===== src/rtl/dsc_pkg.sv =====
// Constants for the DMA status, counter and readback block
package dsc_pkg;
  localparam logic [7:0] CMD_RESET = 8'hC3;
  localparam logic [7:0] CMD_LOAD = 8'hCF;
  localparam logic [7:0] CMD_CONTINUE = 8'hD3;
  localparam logic [7:0] CMD_READ_STATUS = 8'hBF;
  localparam logic [7:0] CMD_READ_RESTART = 8'hA7;
  localparam logic [7:0] CMD_MASK_FOLLOWS = 8'hBB;
  localparam logic [7:0] CMD_STATUS_REINIT = 8'h8B;
  localparam int REG_COUNT = 7;
  localparam logic [2:0] REG_STATUS = 3'h0;
  localparam logic [2:0] REG_COUNT_LOW = 3'h1;
  localparam logic [2:0] REG_COUNT_HIGH = 3'h2;
  localparam logic [2:0] REG_A_LOW = 3'h3;
  localparam logic [2:0] REG_A_HIGH = 3'h4;
  localparam logic [2:0] REG_B_LOW = 3'h5;
  localparam logic [2:0] REG_B_HIGH = 3'h6;
  localparam logic [6:0] MASK_RESET = 7'h7F;
  localparam int ST_BUS_REQ = 0;
  localparam int ST_RDY_N = 1;
  localparam int ST_IP_N = 3;
  localparam int ST_MATCH_N = 4;
  localparam int ST_EOB_N = 5;
  localparam logic [1:0] MODE_DEC = 2'h0;
  localparam logic [1:0] MODE_INC = 2'h1;
  typedef enum logic [1:0]
  {
    CTL_IDLE = 2'h1,
    CTL_MASK = 2'h2
  } dsc_ctl_type;
endpackage


===== src/rtl/dsc_addr_ctr.sv =====
// Port address counter with load, step and fixed-address hold
`timescale 1ns/1ps
module dsc_addr_ctr #(
  parameter int WIDTH = 16
) (
  input wire logic clk_in,
  input wire logic rstn_in,
  input wire logic load_in,
  input wire logic [WIDTH-1:0] start_in,
  input wire logic step_in,
  input wire logic [1:0] mode_in,
  output logic [WIDTH-1:0] addr_out
);
  // Load beats a step in the same cycle; fixed modes simply hold
  always_ff @(posedge clk_in or negedge rstn_in)
  begin
    if (!rstn_in)
      addr_out <= '0;
    else if (load_in)
      addr_out <= start_in;
    else if (step_in && mode_in == dsc_pkg::MODE_INC)
      addr_out <= addr_out + WIDTH'(1);
    else if (step_in && mode_in == dsc_pkg::MODE_DEC)
      addr_out <= addr_out - WIDTH'(1);
  end
endmodule // dsc_addr_ctr


===== src/rtl/dsc_read_seq.sv =====
// Read sequence pointer logic: lowest and next mask-enabled register
`timescale 1ns/1ps
module dsc_read_seq #(
  parameter int REGS = 7
) (
  input wire logic [REGS-1:0] mask_in,
  input wire logic [2:0] ptr_in,
  output logic [2:0] lowest_out,
  output logic [2:0] next_out
);
  logic above;

  // Scan downward so the lowest qualifying index wins
  always_comb
  begin
    lowest_out = ptr_in;
    next_out = ptr_in;
    above = 1'h0;
    for (int i = REGS - 1; i >= 0; i--)
    begin
      if (mask_in[i])
        lowest_out = 3'(i);
      if (mask_in[i] && 3'(i) > ptr_in)
      begin
        next_out = 3'(i);
        above = 1'h1;
      end
    end
    if (!above)
      next_out = lowest_out;
  end
endmodule // dsc_read_seq


===== src/rtl/dsc_top.sv =====
// Status byte, byte counter, address counters and host readback sequence
`timescale 1ns/1ps
module dsc_top #(
  parameter int CNT_W = 16
) (
  input wire logic CLK_SYS_IN,
  input wire logic RSTN_IN,
  input wire logic CTRL_WR_IN,
  input wire logic [7:0] CTRL_DATA_IN,
  input wire logic RD_STB_IN,
  input wire logic BUS_REQ_IN,
  input wire logic RDY_ACTIVE_IN,
  input wire logic INT_PENDING_IN,
  input wire logic READ_DONE_IN,
  input wire logic WRITE_DONE_IN,
  input wire logic MATCH_IN,
  input wire logic A_IS_SOURCE_IN,
  input wire logic [CNT_W-1:0] BLOCK_LEN_IN,
  input wire logic [CNT_W-1:0] PORT_A_START_IN,
  input wire logic [CNT_W-1:0] PORT_B_START_IN,
  input wire logic [1:0] PORT_A_MODE_IN,
  input wire logic [1:0] PORT_B_MODE_IN,
  input wire logic PULSE_EN_IN,
  input wire logic [7:0] PULSE_CTRL_IN,
  output logic [7:0] RD_DATA_OUT,
  output logic RD_VALID_OUT,
  output logic STOPPED_OUT,
  output logic EOB_OUT,
  output logic PULSE_HIT_OUT
);
  dsc_pkg::dsc_ctl_type ctl_reg;
  dsc_pkg::dsc_ctl_type ctl_next;
  logic cmd_reset;
  logic cmd_load;
  logic cmd_cont;
  logic cmd_reinit;
  logic cmd_status;
  logic cmd_restart;
  logic cmd_mask;
  logic mask_wr;
  logic [6:0] mask_reg;
  logic [2:0] ptr_reg;
  logic [2:0] ptr_lowest;
  logic [2:0] ptr_after;
  logic status_sel_reg;
  logic bus_req_reg;
  logic rdy_n_reg;
  logic ip_n_reg;
  logic match_n_reg;
  logic eob_n_reg;
  logic [7:0] status_byte;
  logic [CNT_W-1:0] count_reg;
  logic count_clr;
  logic eob_hit;
  logic stop_now;
  logic a_step;
  logic b_step;
  logic src_step;
  logic dst_step;
  logic [CNT_W-1:0] a_addr;
  logic [CNT_W-1:0] b_addr;
  logic [7:0] sel_data;

  // Command decode; a byte after the mask announcement is data, not a command
  assign mask_wr = CTRL_WR_IN && ctl_reg == dsc_pkg::CTL_MASK;
  assign cmd_reset = CTRL_WR_IN && ctl_reg == dsc_pkg::CTL_IDLE
    && CTRL_DATA_IN == dsc_pkg::CMD_RESET;
  assign cmd_load = CTRL_WR_IN && ctl_reg == dsc_pkg::CTL_IDLE
    && CTRL_DATA_IN == dsc_pkg::CMD_LOAD;
  assign cmd_cont = CTRL_WR_IN && ctl_reg == dsc_pkg::CTL_IDLE
    && CTRL_DATA_IN == dsc_pkg::CMD_CONTINUE;
  assign cmd_reinit = CTRL_WR_IN && ctl_reg == dsc_pkg::CTL_IDLE
    && CTRL_DATA_IN == dsc_pkg::CMD_STATUS_REINIT;
  assign cmd_status = CTRL_WR_IN && ctl_reg == dsc_pkg::CTL_IDLE
    && CTRL_DATA_IN == dsc_pkg::CMD_READ_STATUS;
  assign cmd_restart = CTRL_WR_IN && ctl_reg == dsc_pkg::CTL_IDLE
    && CTRL_DATA_IN == dsc_pkg::CMD_READ_RESTART;
  assign cmd_mask = CTRL_WR_IN && ctl_reg == dsc_pkg::CTL_IDLE
    && CTRL_DATA_IN == dsc_pkg::CMD_MASK_FOLLOWS;

  // Control byte state: idle, or waiting for the read mask byte
  always_comb
  begin
    ctl_next = ctl_reg;
    case (ctl_reg)
      dsc_pkg::CTL_IDLE:
        if (cmd_mask)
          ctl_next = dsc_pkg::CTL_MASK;
      dsc_pkg::CTL_MASK:
        if (CTRL_WR_IN)
          ctl_next = dsc_pkg::CTL_IDLE;
      default:
        ctl_next = dsc_pkg::CTL_IDLE;
    endcase
  end

  always_ff @(posedge CLK_SYS_IN or negedge RSTN_IN)
  begin
    if (!RSTN_IN)
      ctl_reg <= dsc_pkg::CTL_IDLE;
    else
      ctl_reg <= ctl_next;
  end

  // Read mask; all registers enabled out of reset so reads work unprogrammed
  always_ff @(posedge CLK_SYS_IN or negedge RSTN_IN)
  begin
    if (!RSTN_IN)
      mask_reg <= dsc_pkg::MASK_RESET;
    else if (mask_wr)
      mask_reg <= CTRL_DATA_IN[6:0];
  end

  dsc_read_seq #(
    .REGS(dsc_pkg::REG_COUNT)
  ) u_seq (
    .mask_in(mask_reg),
    .ptr_in(ptr_reg),
    .lowest_out(ptr_lowest),
    .next_out(ptr_after)
  );

  // Read pointer; the reset command leaves it alone, restart and each sequence read move it
  always_ff @(posedge CLK_SYS_IN or negedge RSTN_IN)
  begin
    if (!RSTN_IN)
      ptr_reg <= dsc_pkg::REG_STATUS;
    else if (cmd_restart)
      ptr_reg <= ptr_lowest;
    else if (RD_STB_IN && !status_sel_reg)
      ptr_reg <= ptr_after;
  end

  // One-shot status selection; it does not disturb the sequence pointer
  always_ff @(posedge CLK_SYS_IN or negedge RSTN_IN)
  begin
    if (!RSTN_IN)
      status_sel_reg <= 1'h0;
    else if (cmd_status)
      status_sel_reg <= 1'h1;
    else if (RD_STB_IN)
      status_sel_reg <= 1'h0;
  end

  // Bus request seen since load; a request in the load cycle still counts
  always_ff @(posedge CLK_SYS_IN or negedge RSTN_IN)
  begin
    if (!RSTN_IN)
      bus_req_reg <= 1'h0;
    else if (BUS_REQ_IN)
      bus_req_reg <= 1'h1;
    else if (cmd_load)
      bus_req_reg <= 1'h0;
  end

  // Live line levels, registered once for a clean read
  always_ff @(posedge CLK_SYS_IN or negedge RSTN_IN)
  begin
    if (!RSTN_IN)
    begin
      rdy_n_reg <= 1'h1;
      ip_n_reg <= 1'h1;
    end
    else
    begin
      rdy_n_reg <= !RDY_ACTIVE_IN;
      ip_n_reg <= !INT_PENDING_IN;
    end
  end

  // Match flag, active low; a match beats a same-cycle reinitialize
  always_ff @(posedge CLK_SYS_IN or negedge RSTN_IN)
  begin
    if (!RSTN_IN)
      match_n_reg <= 1'h1;
    else if (MATCH_IN)
      match_n_reg <= 1'h0;
    else if (cmd_reinit || cmd_reset)
      match_n_reg <= 1'h1;
  end

  // End-of-block flag, active low; the event beats a same-cycle reinitialize, while load, continue and reset suppress the event
  always_ff @(posedge CLK_SYS_IN or negedge RSTN_IN)
  begin
    if (!RSTN_IN)
      eob_n_reg <= 1'h1;
    else if (eob_hit)
      eob_n_reg <= 1'h0;
    else if (cmd_reinit || cmd_reset || cmd_load || cmd_cont)
      eob_n_reg <= 1'h1;
  end

  // Status byte; meaningless bits are driven low
  always_comb
  begin
    status_byte = 8'h00;
    status_byte[dsc_pkg::ST_BUS_REQ] = bus_req_reg;
    status_byte[dsc_pkg::ST_RDY_N] = rdy_n_reg;
    status_byte[dsc_pkg::ST_IP_N] = ip_n_reg;
    status_byte[dsc_pkg::ST_MATCH_N] = match_n_reg;
    status_byte[dsc_pkg::ST_EOB_N] = eob_n_reg;
  end

  // The stopping read is not counted; a later extra read still is
  assign count_clr = cmd_load || cmd_cont || cmd_reset;
  assign eob_hit = READ_DONE_IN && !STOPPED_OUT && !count_clr
    && count_reg == BLOCK_LEN_IN;
  assign stop_now = eob_hit
    || (READ_DONE_IN && MATCH_IN && !STOPPED_OUT);

  always_ff @(posedge CLK_SYS_IN or negedge RSTN_IN)
  begin
    if (!RSTN_IN)
      count_reg <= '0;
    else if (count_clr)
      count_reg <= '0;
    else if (READ_DONE_IN && !stop_now)
      count_reg <= count_reg + CNT_W'(1);
  end

  // Stopped until a command rearms the operation
  always_ff @(posedge CLK_SYS_IN or negedge RSTN_IN)
  begin
    if (!RSTN_IN)
      STOPPED_OUT <= 1'h0;
    else if (count_clr)
      STOPPED_OUT <= 1'h0;
    else if (stop_now || (MATCH_IN && !READ_DONE_IN))
      STOPPED_OUT <= 1'h1;
  end

  always_ff @(posedge CLK_SYS_IN or negedge RSTN_IN)
  begin
    if (!RSTN_IN)
      EOB_OUT <= 1'h0;
    else
      EOB_OUT <= eob_hit;
  end

  // Pulse compare after each transfer, against the low counter byte
  always_ff @(posedge CLK_SYS_IN or negedge RSTN_IN)
  begin
    if (!RSTN_IN)
      PULSE_HIT_OUT <= 1'h0;
    else
      PULSE_HIT_OUT <= PULSE_EN_IN && WRITE_DONE_IN
        && count_reg[7:0] == PULSE_CTRL_IN;
  end

  // Source steps on every read; destination skips the write after a stop,
  // which leaves it one behind the source as the ending values require
  assign src_step = READ_DONE_IN;
  assign dst_step = WRITE_DONE_IN && !STOPPED_OUT;
  assign a_step = A_IS_SOURCE_IN ? src_step : dst_step;
  assign b_step = A_IS_SOURCE_IN ? dst_step : src_step;

  dsc_addr_ctr #(
    .WIDTH(CNT_W)
  ) u_port_a (
    .clk_in(CLK_SYS_IN),
    .rstn_in(RSTN_IN),
    .load_in(cmd_load),
    .start_in(PORT_A_START_IN),
    .step_in(a_step),
    .mode_in(PORT_A_MODE_IN),
    .addr_out(a_addr)
  );

  dsc_addr_ctr #(
    .WIDTH(CNT_W)
  ) u_port_b (
    .clk_in(CLK_SYS_IN),
    .rstn_in(RSTN_IN),
    .load_in(cmd_load),
    .start_in(PORT_B_START_IN),
    .step_in(b_step),
    .mode_in(PORT_B_MODE_IN),
    .addr_out(b_addr)
  );

  // Readback mux over the seven registers
  always_comb
  begin
    case (status_sel_reg ? dsc_pkg::REG_STATUS : ptr_reg)
      dsc_pkg::REG_STATUS: sel_data = status_byte;
      dsc_pkg::REG_COUNT_LOW: sel_data = count_reg[7:0];
      dsc_pkg::REG_COUNT_HIGH: sel_data = count_reg[15:8];
      dsc_pkg::REG_A_LOW: sel_data = a_addr[7:0];
      dsc_pkg::REG_A_HIGH: sel_data = a_addr[15:8];
      dsc_pkg::REG_B_LOW: sel_data = b_addr[7:0];
      dsc_pkg::REG_B_HIGH: sel_data = b_addr[15:8];
      default: sel_data = 8'h00;
    endcase
  end

  // An empty mask still answers, with zero, so the host never hangs
  always_ff @(posedge CLK_SYS_IN or negedge RSTN_IN)
  begin
    if (!RSTN_IN)
    begin
      RD_DATA_OUT <= 8'h00;
      RD_VALID_OUT <= 1'h0;
    end
    else
    begin
      RD_VALID_OUT <= RD_STB_IN;
      if (RD_STB_IN)
        RD_DATA_OUT <= (mask_reg == 7'h00 && !status_sel_reg) ? 8'h00
          : sel_data;
    end
  end
endmodule // dsc_top


===== config.mk =====
export PLATFORM = sky130hd
export DESIGN_NAME = dsc_top
export DESIGN_NICKNAME = d
export VERILOG_FILES = /design/src/rtl/dsc_pkg.sv /design/src/rtl/dsc_addr_ctr.sv /design/src/rtl/dsc_read_seq.sv /design/src/rtl/dsc_top.sv
export SDC_FILE = /design/constraint.sdc
export NUM_CORES = 1
export LEC_CHECK = 0
export BUFFER_PORTS_ARGS = -buffer_cell sky130_fd_sc_hd__clkbuf_2
export CAP_MARGIN = 40
export CORE_AREA = 3 3 119 121
export DETAILED_ROUTE_END_ITERATION = 6
export DIE_AREA = 0 0 122 124
export GPL_ROUTABILITY_DRIVEN = 0
export GPL_TIMING_DRIVEN = 0
export PLACE_DENSITY = 0.67
export SYNTH_ARGS = -nofsm -noshare
export SYNTH_HDL_FRONTEND = slang
export SYNTH_SLANG_ARGS = --single-unit

===== constraint.sdc =====
create_clock -name CLK_SYS_IN -period 3.5 [get_ports CLK_SYS_IN]
set_input_delay 0.7 -clock CLK_SYS_IN [delete_from_list [all_inputs] [get_ports CLK_SYS_IN]]
set_output_delay 0.7 -clock CLK_SYS_IN [all_outputs]
set_load 0.01 [all_outputs]

==> reports/qor.csv <==
stage,metric,value,unit
outcome,outcome,"finished, final reports clean",
timing,fin_ws,0.1347,ns
yosys,ys_ff_latch,78,
timing,finalCritPeriodShare,96.15,%
timing,worstMarginPinSlew,0.7174,ns
die,dieArea,0.01513,mm2
detailed_routing,met2_length,8437,um
worst_setup_path,crit_buf_inv,3,
worst_setup_path,path_cells,clkbuf_2 -> nor2b_2 -> mux2i_2 -> buf_4 -> nor2_2 -> clkbuf_8 -> nand2_8 -> ha_1 -> a211oi_2 -> o21ai_0 -> a31o_2 -> a311o_1 -> o211ai_1 -> xnor2_1 -> a21oi_1,
global_routing,grt_start_max_net_pins,54,
detailed_routing,routed_wl,18130,um
detailed_routing,vias,5880,
power_and_ir_drop,power_leakage,3.107,nW
detailed_routing,top_layer,met4,
finish,antenna_cells,0,
global_routing,grt_pass1_wl,29780,um
worst_setup_path,crit_fanout,17,
finish,nNetsFinal,937,
worst_setup_path,cp-end-kind,flip-flop,
worst_setup_path,cp-startpoint,WRITE_DONE_IN,
power_and_ir_drop,peakVddDrop,446.7,uV
global_routing,antenna_found_initial,0,
clock_tree,cts_tree,yes,
yosys,postSynth.asyncResetShare,100.0,%
detailed_routing,avgRoutedWirePerCell,18.08,um
global_routing,grt.overflow.total,0,
power_and_ir_drop,power-per-cell-area,746.4,mW/mm2
worst_setup_path,max_stage_delay,0.35,ns
timing,layout_min_cycle_time,3.365,ns
clock_tree,cts.path.max_buffers,2,
clock_tree,clockRootBuffer,clkbuf_16,
finish,num-fill-cells,1227,
timing,setup_viol,0,
timing,max_freq,297.1,MHz
die,initial_core_util,45.72,%
detailed_routing,ant_nets,0,
timing,clock_skew,0.008431,ns
detailed_routing,dr.pass1.iters,5,
yosys,yosysWarnings,0,
detailed_routing,drt-met1-wl,7780,um
placement,portBuffers,90,
worst_setup_path,cp_top_family,compound AO/OA/AOI/OAI gates,
die,row_count,42,
clock_tree,cts_buffers,9,
yosys,synth_edf_count,0,
worst_setup_path,slowest_stage,ha_1,
die,io_pins,92,
finish,area_growth,19.17,%
global_routing,track_usage,25.08,%
hold_path,hp-class,in -> async,
detailed_routing,drt_iter0_drc,546,
timing,hold_viol_final,0,
yosys,synth_cell_type_count,63,
detailed_routing,met3_length,1330,um
yosys,syn-cell-area,0.006031,mm2
timing,maxSlewViolCount,0,
worst_setup_path,arrival,3.58,ns
global_routing,grt_pass1_vias,5849,
clock_tree,clock_sinks,78,
die,core_area,0.01319,mm2
finish,regArea,0.001967,mm2
worst_setup_path,cp.required,3.71,ns
clock_tree,cts.clk_slew.worst_paths,0.06,ns
placement,hpwl,13790,um
clock_tree,htreeDepth,3,
detailed_routing,drc,0,
clock_tree,insertion_delay,0.35,ns
detailed_routing,post_drt_via_cell_ratio,5.862,
yosys,syn_inst,717,
finish,drive_gt1_share,19.83,%
finish,layout.cells.non_filler,1003,
placement,place_ws,-0.7544,ns
die,die_h,124,um
yosys,synth.avg_cell_area,8.411,um2
worst_setup_path,r2r_start,STOPPED_OUT,
worst_setup_path,critPathLaunchType,input pin,
power_and_ir_drop,total_power,5.364,mW
timing,relSlewSlack,52.18,%
placement,dp.cells,984,
flow_run,cap_violations,0,
yosys,yosysSeqAreaShare,32.61,%
worst_setup_path,crit_type,in -> reg,
clock_tree,ctsHoldBuffers,0,
die,die_w,122,um
finish,multiInputGateArea,0.003867,mm2
yosys,synthFlopType,dfrtp_1,
yosys,syn-num-nets,832,
[worst register-to-register path, delay by kind of cell, from the launching register on]
kind	cells	cell delay, ns
buffers and inverters	2	0.37
XOR/XNOR	1	0.16
flip-flops	1	0.42
adder cells (fa/ha/maj)	1	0.36
AO/OA/AOI/OAI	6	1.32
multiplexers	1	0.08
AND/OR/NAND/NOR	3	0.43
[through the flow]
stage	setup TNS, ns	hold slack (ns)	util, %	cell area [um2]
floorplan	0	0.4044	-	6045
global placement	-7.956	0.4656	50.91	6715
detailed placement	-9.017	0.4661	51.14	6745
CTS	0	0.3128	54.04	7128
global route	-0.02377	0.3260	54.49	7187
finish	0	0.3126	54.49	7187
[report_power, final]
part	internal (mW)	total (mW)	switching, mW
logic	1.29	2.87	1.58
clock network	0.630	1.03	0.398
registers	1.17	1.47	0.302
total	3.09	5.36	2.28
[cell type report]
type | instances | share of cell area, %
Sequential cell | 78 | 27.37
Buffer | 33 | 2.559
Inverter | 33 | 1.724
Clock buffer | 10 | 3.186
Multi-Input combinational cell | 573 | 53.81
Timing Repair Buffer | 94 | 6.999
Clock inverter | 6 | 1.288
Tap cell | 176 | 3.064
[cells by family after synthesis]
group | synth area share, %
compound gates | 21.22
xor+xnor | 8.942
fa+ha+maj | 7.510
buf+inv | 4.772
flops | 32.61
mux | 4.170
simple gates | 20.77
[path summary, 6_finish.rpt]
path / end / slack (ns) / cells after the start
max: u_port_b.addr_out[15] / 0.13 / 15
min: count_reg[4] / 0.31 / 1
max reg2reg: u_port_b.addr_out[15] / 0.22 / 14
min reg2reg: bus_req_reg / 0.48 / 1
max in group asynchronous: match_n_reg / 2.53 / 2
min in group CLK_SYS_IN: ip_n_reg / 0.45 / 2
[per-layer routing]
metal / vias up / GRT usage (%)
met5: - / 0
met4: 0 / 9.384
met3: 45 / 5.631
met2: 255 / 40.81
met1: 2755 / 32.78
li1: 2825 / -
[timing repair]
item | in CTS | in global routing
gates resized for setup | 9 | 11
buffers inserted | 3 | 0
endpoints found under the hold margin | 0 | 0
setup endpoints to repair | 15 | 6
pin swaps | 2 | 0
[layout by cell type, fill, tap and decap left out, types with 3 or more instances in the layout]
cell / Yosys / final
nor4_1: 6 / 6
o31ai_1: 4 / 4
buf_4: 0 / 3
a21o_1: 16 / 16
a31oi_1: 10 / 10
mux2_2: 9 / 9
a22oi_1: 12 / 12
dfstp_2: 12 / 12
o22a_1: 3 / 3
or3_1: 10 / 10
inv_1: 33 / 33
nor2_1: 68 / 67
nand2_1: 52 / 50
mux2i_1: 15 / 14
clkbuf_16: 0 / 9
clkbuf_1: 24 / 23
nand3_1: 22 / 22
nor4b_1: 5 / 5
xnor2_1: 43 / 43
nor2b_1: 10 / 9
a21oi_1: 68 / 66
dfrtp_1: 66 / 66
a211oi_1: 7 / 6
nor3_1: 24 / 24
a31o_2: 3 / 3
buf_6: 5 / 5
nand4_1: 13 / 13
o211ai_1: 5 / 5
o221ai_1: 3 / 3
and3_1: 14 / 14
ha_1: 33 / 31
nand2b_1: 10 / 10
o21ai_1: 2 / 3
o22ai_1: 14 / 13
xor2_1: 13 / 13
o21ai_0: 40 / 38
xnor2_2: 3 / 3
clkbuf_2: 1 / 90
[cell usage after synthesis (3+ instances only)]
master    number  share of area (%)
a21oi_1       68                5.6
nor2_1        68                4.2
dfrtp_1       66                 27
nand2_1       52                3.2
xnor2_1       43                6.2
o21ai_0       40                3.3
ha_1          33                6.8
inv_1         33                2.1
clkbuf_1      24                1.5
nor3_1        24                2.0
nand3_1       22                1.8
a21o_1        16                2.0
mux2i_1       15                2.5
and3_1        14                1.5
o22ai_1       14                1.5
nand4_1       13                1.3
xor2_1        13                1.9
a22oi_1       12                1.5
dfstp_2       12                5.2
a31oi_1       10                1.0
nand2b_1      10                1.0
nor2b_1       10                1.0
or3_1         10                1.0
mux2_2         9                1.7
a211oi_1       7               0.87
nor4_1         6               0.62
buf_6          5               0.93
nor4b_1        5               0.73
o211ai_1       5               0.62
o31ai_1        4               0.50
a31o_2         3               0.44
o221ai_1       3               0.44
o22a_1         3               0.44
xnor2_2        3               0.81
Note: power is estimated with default switching activity, not from simulation.
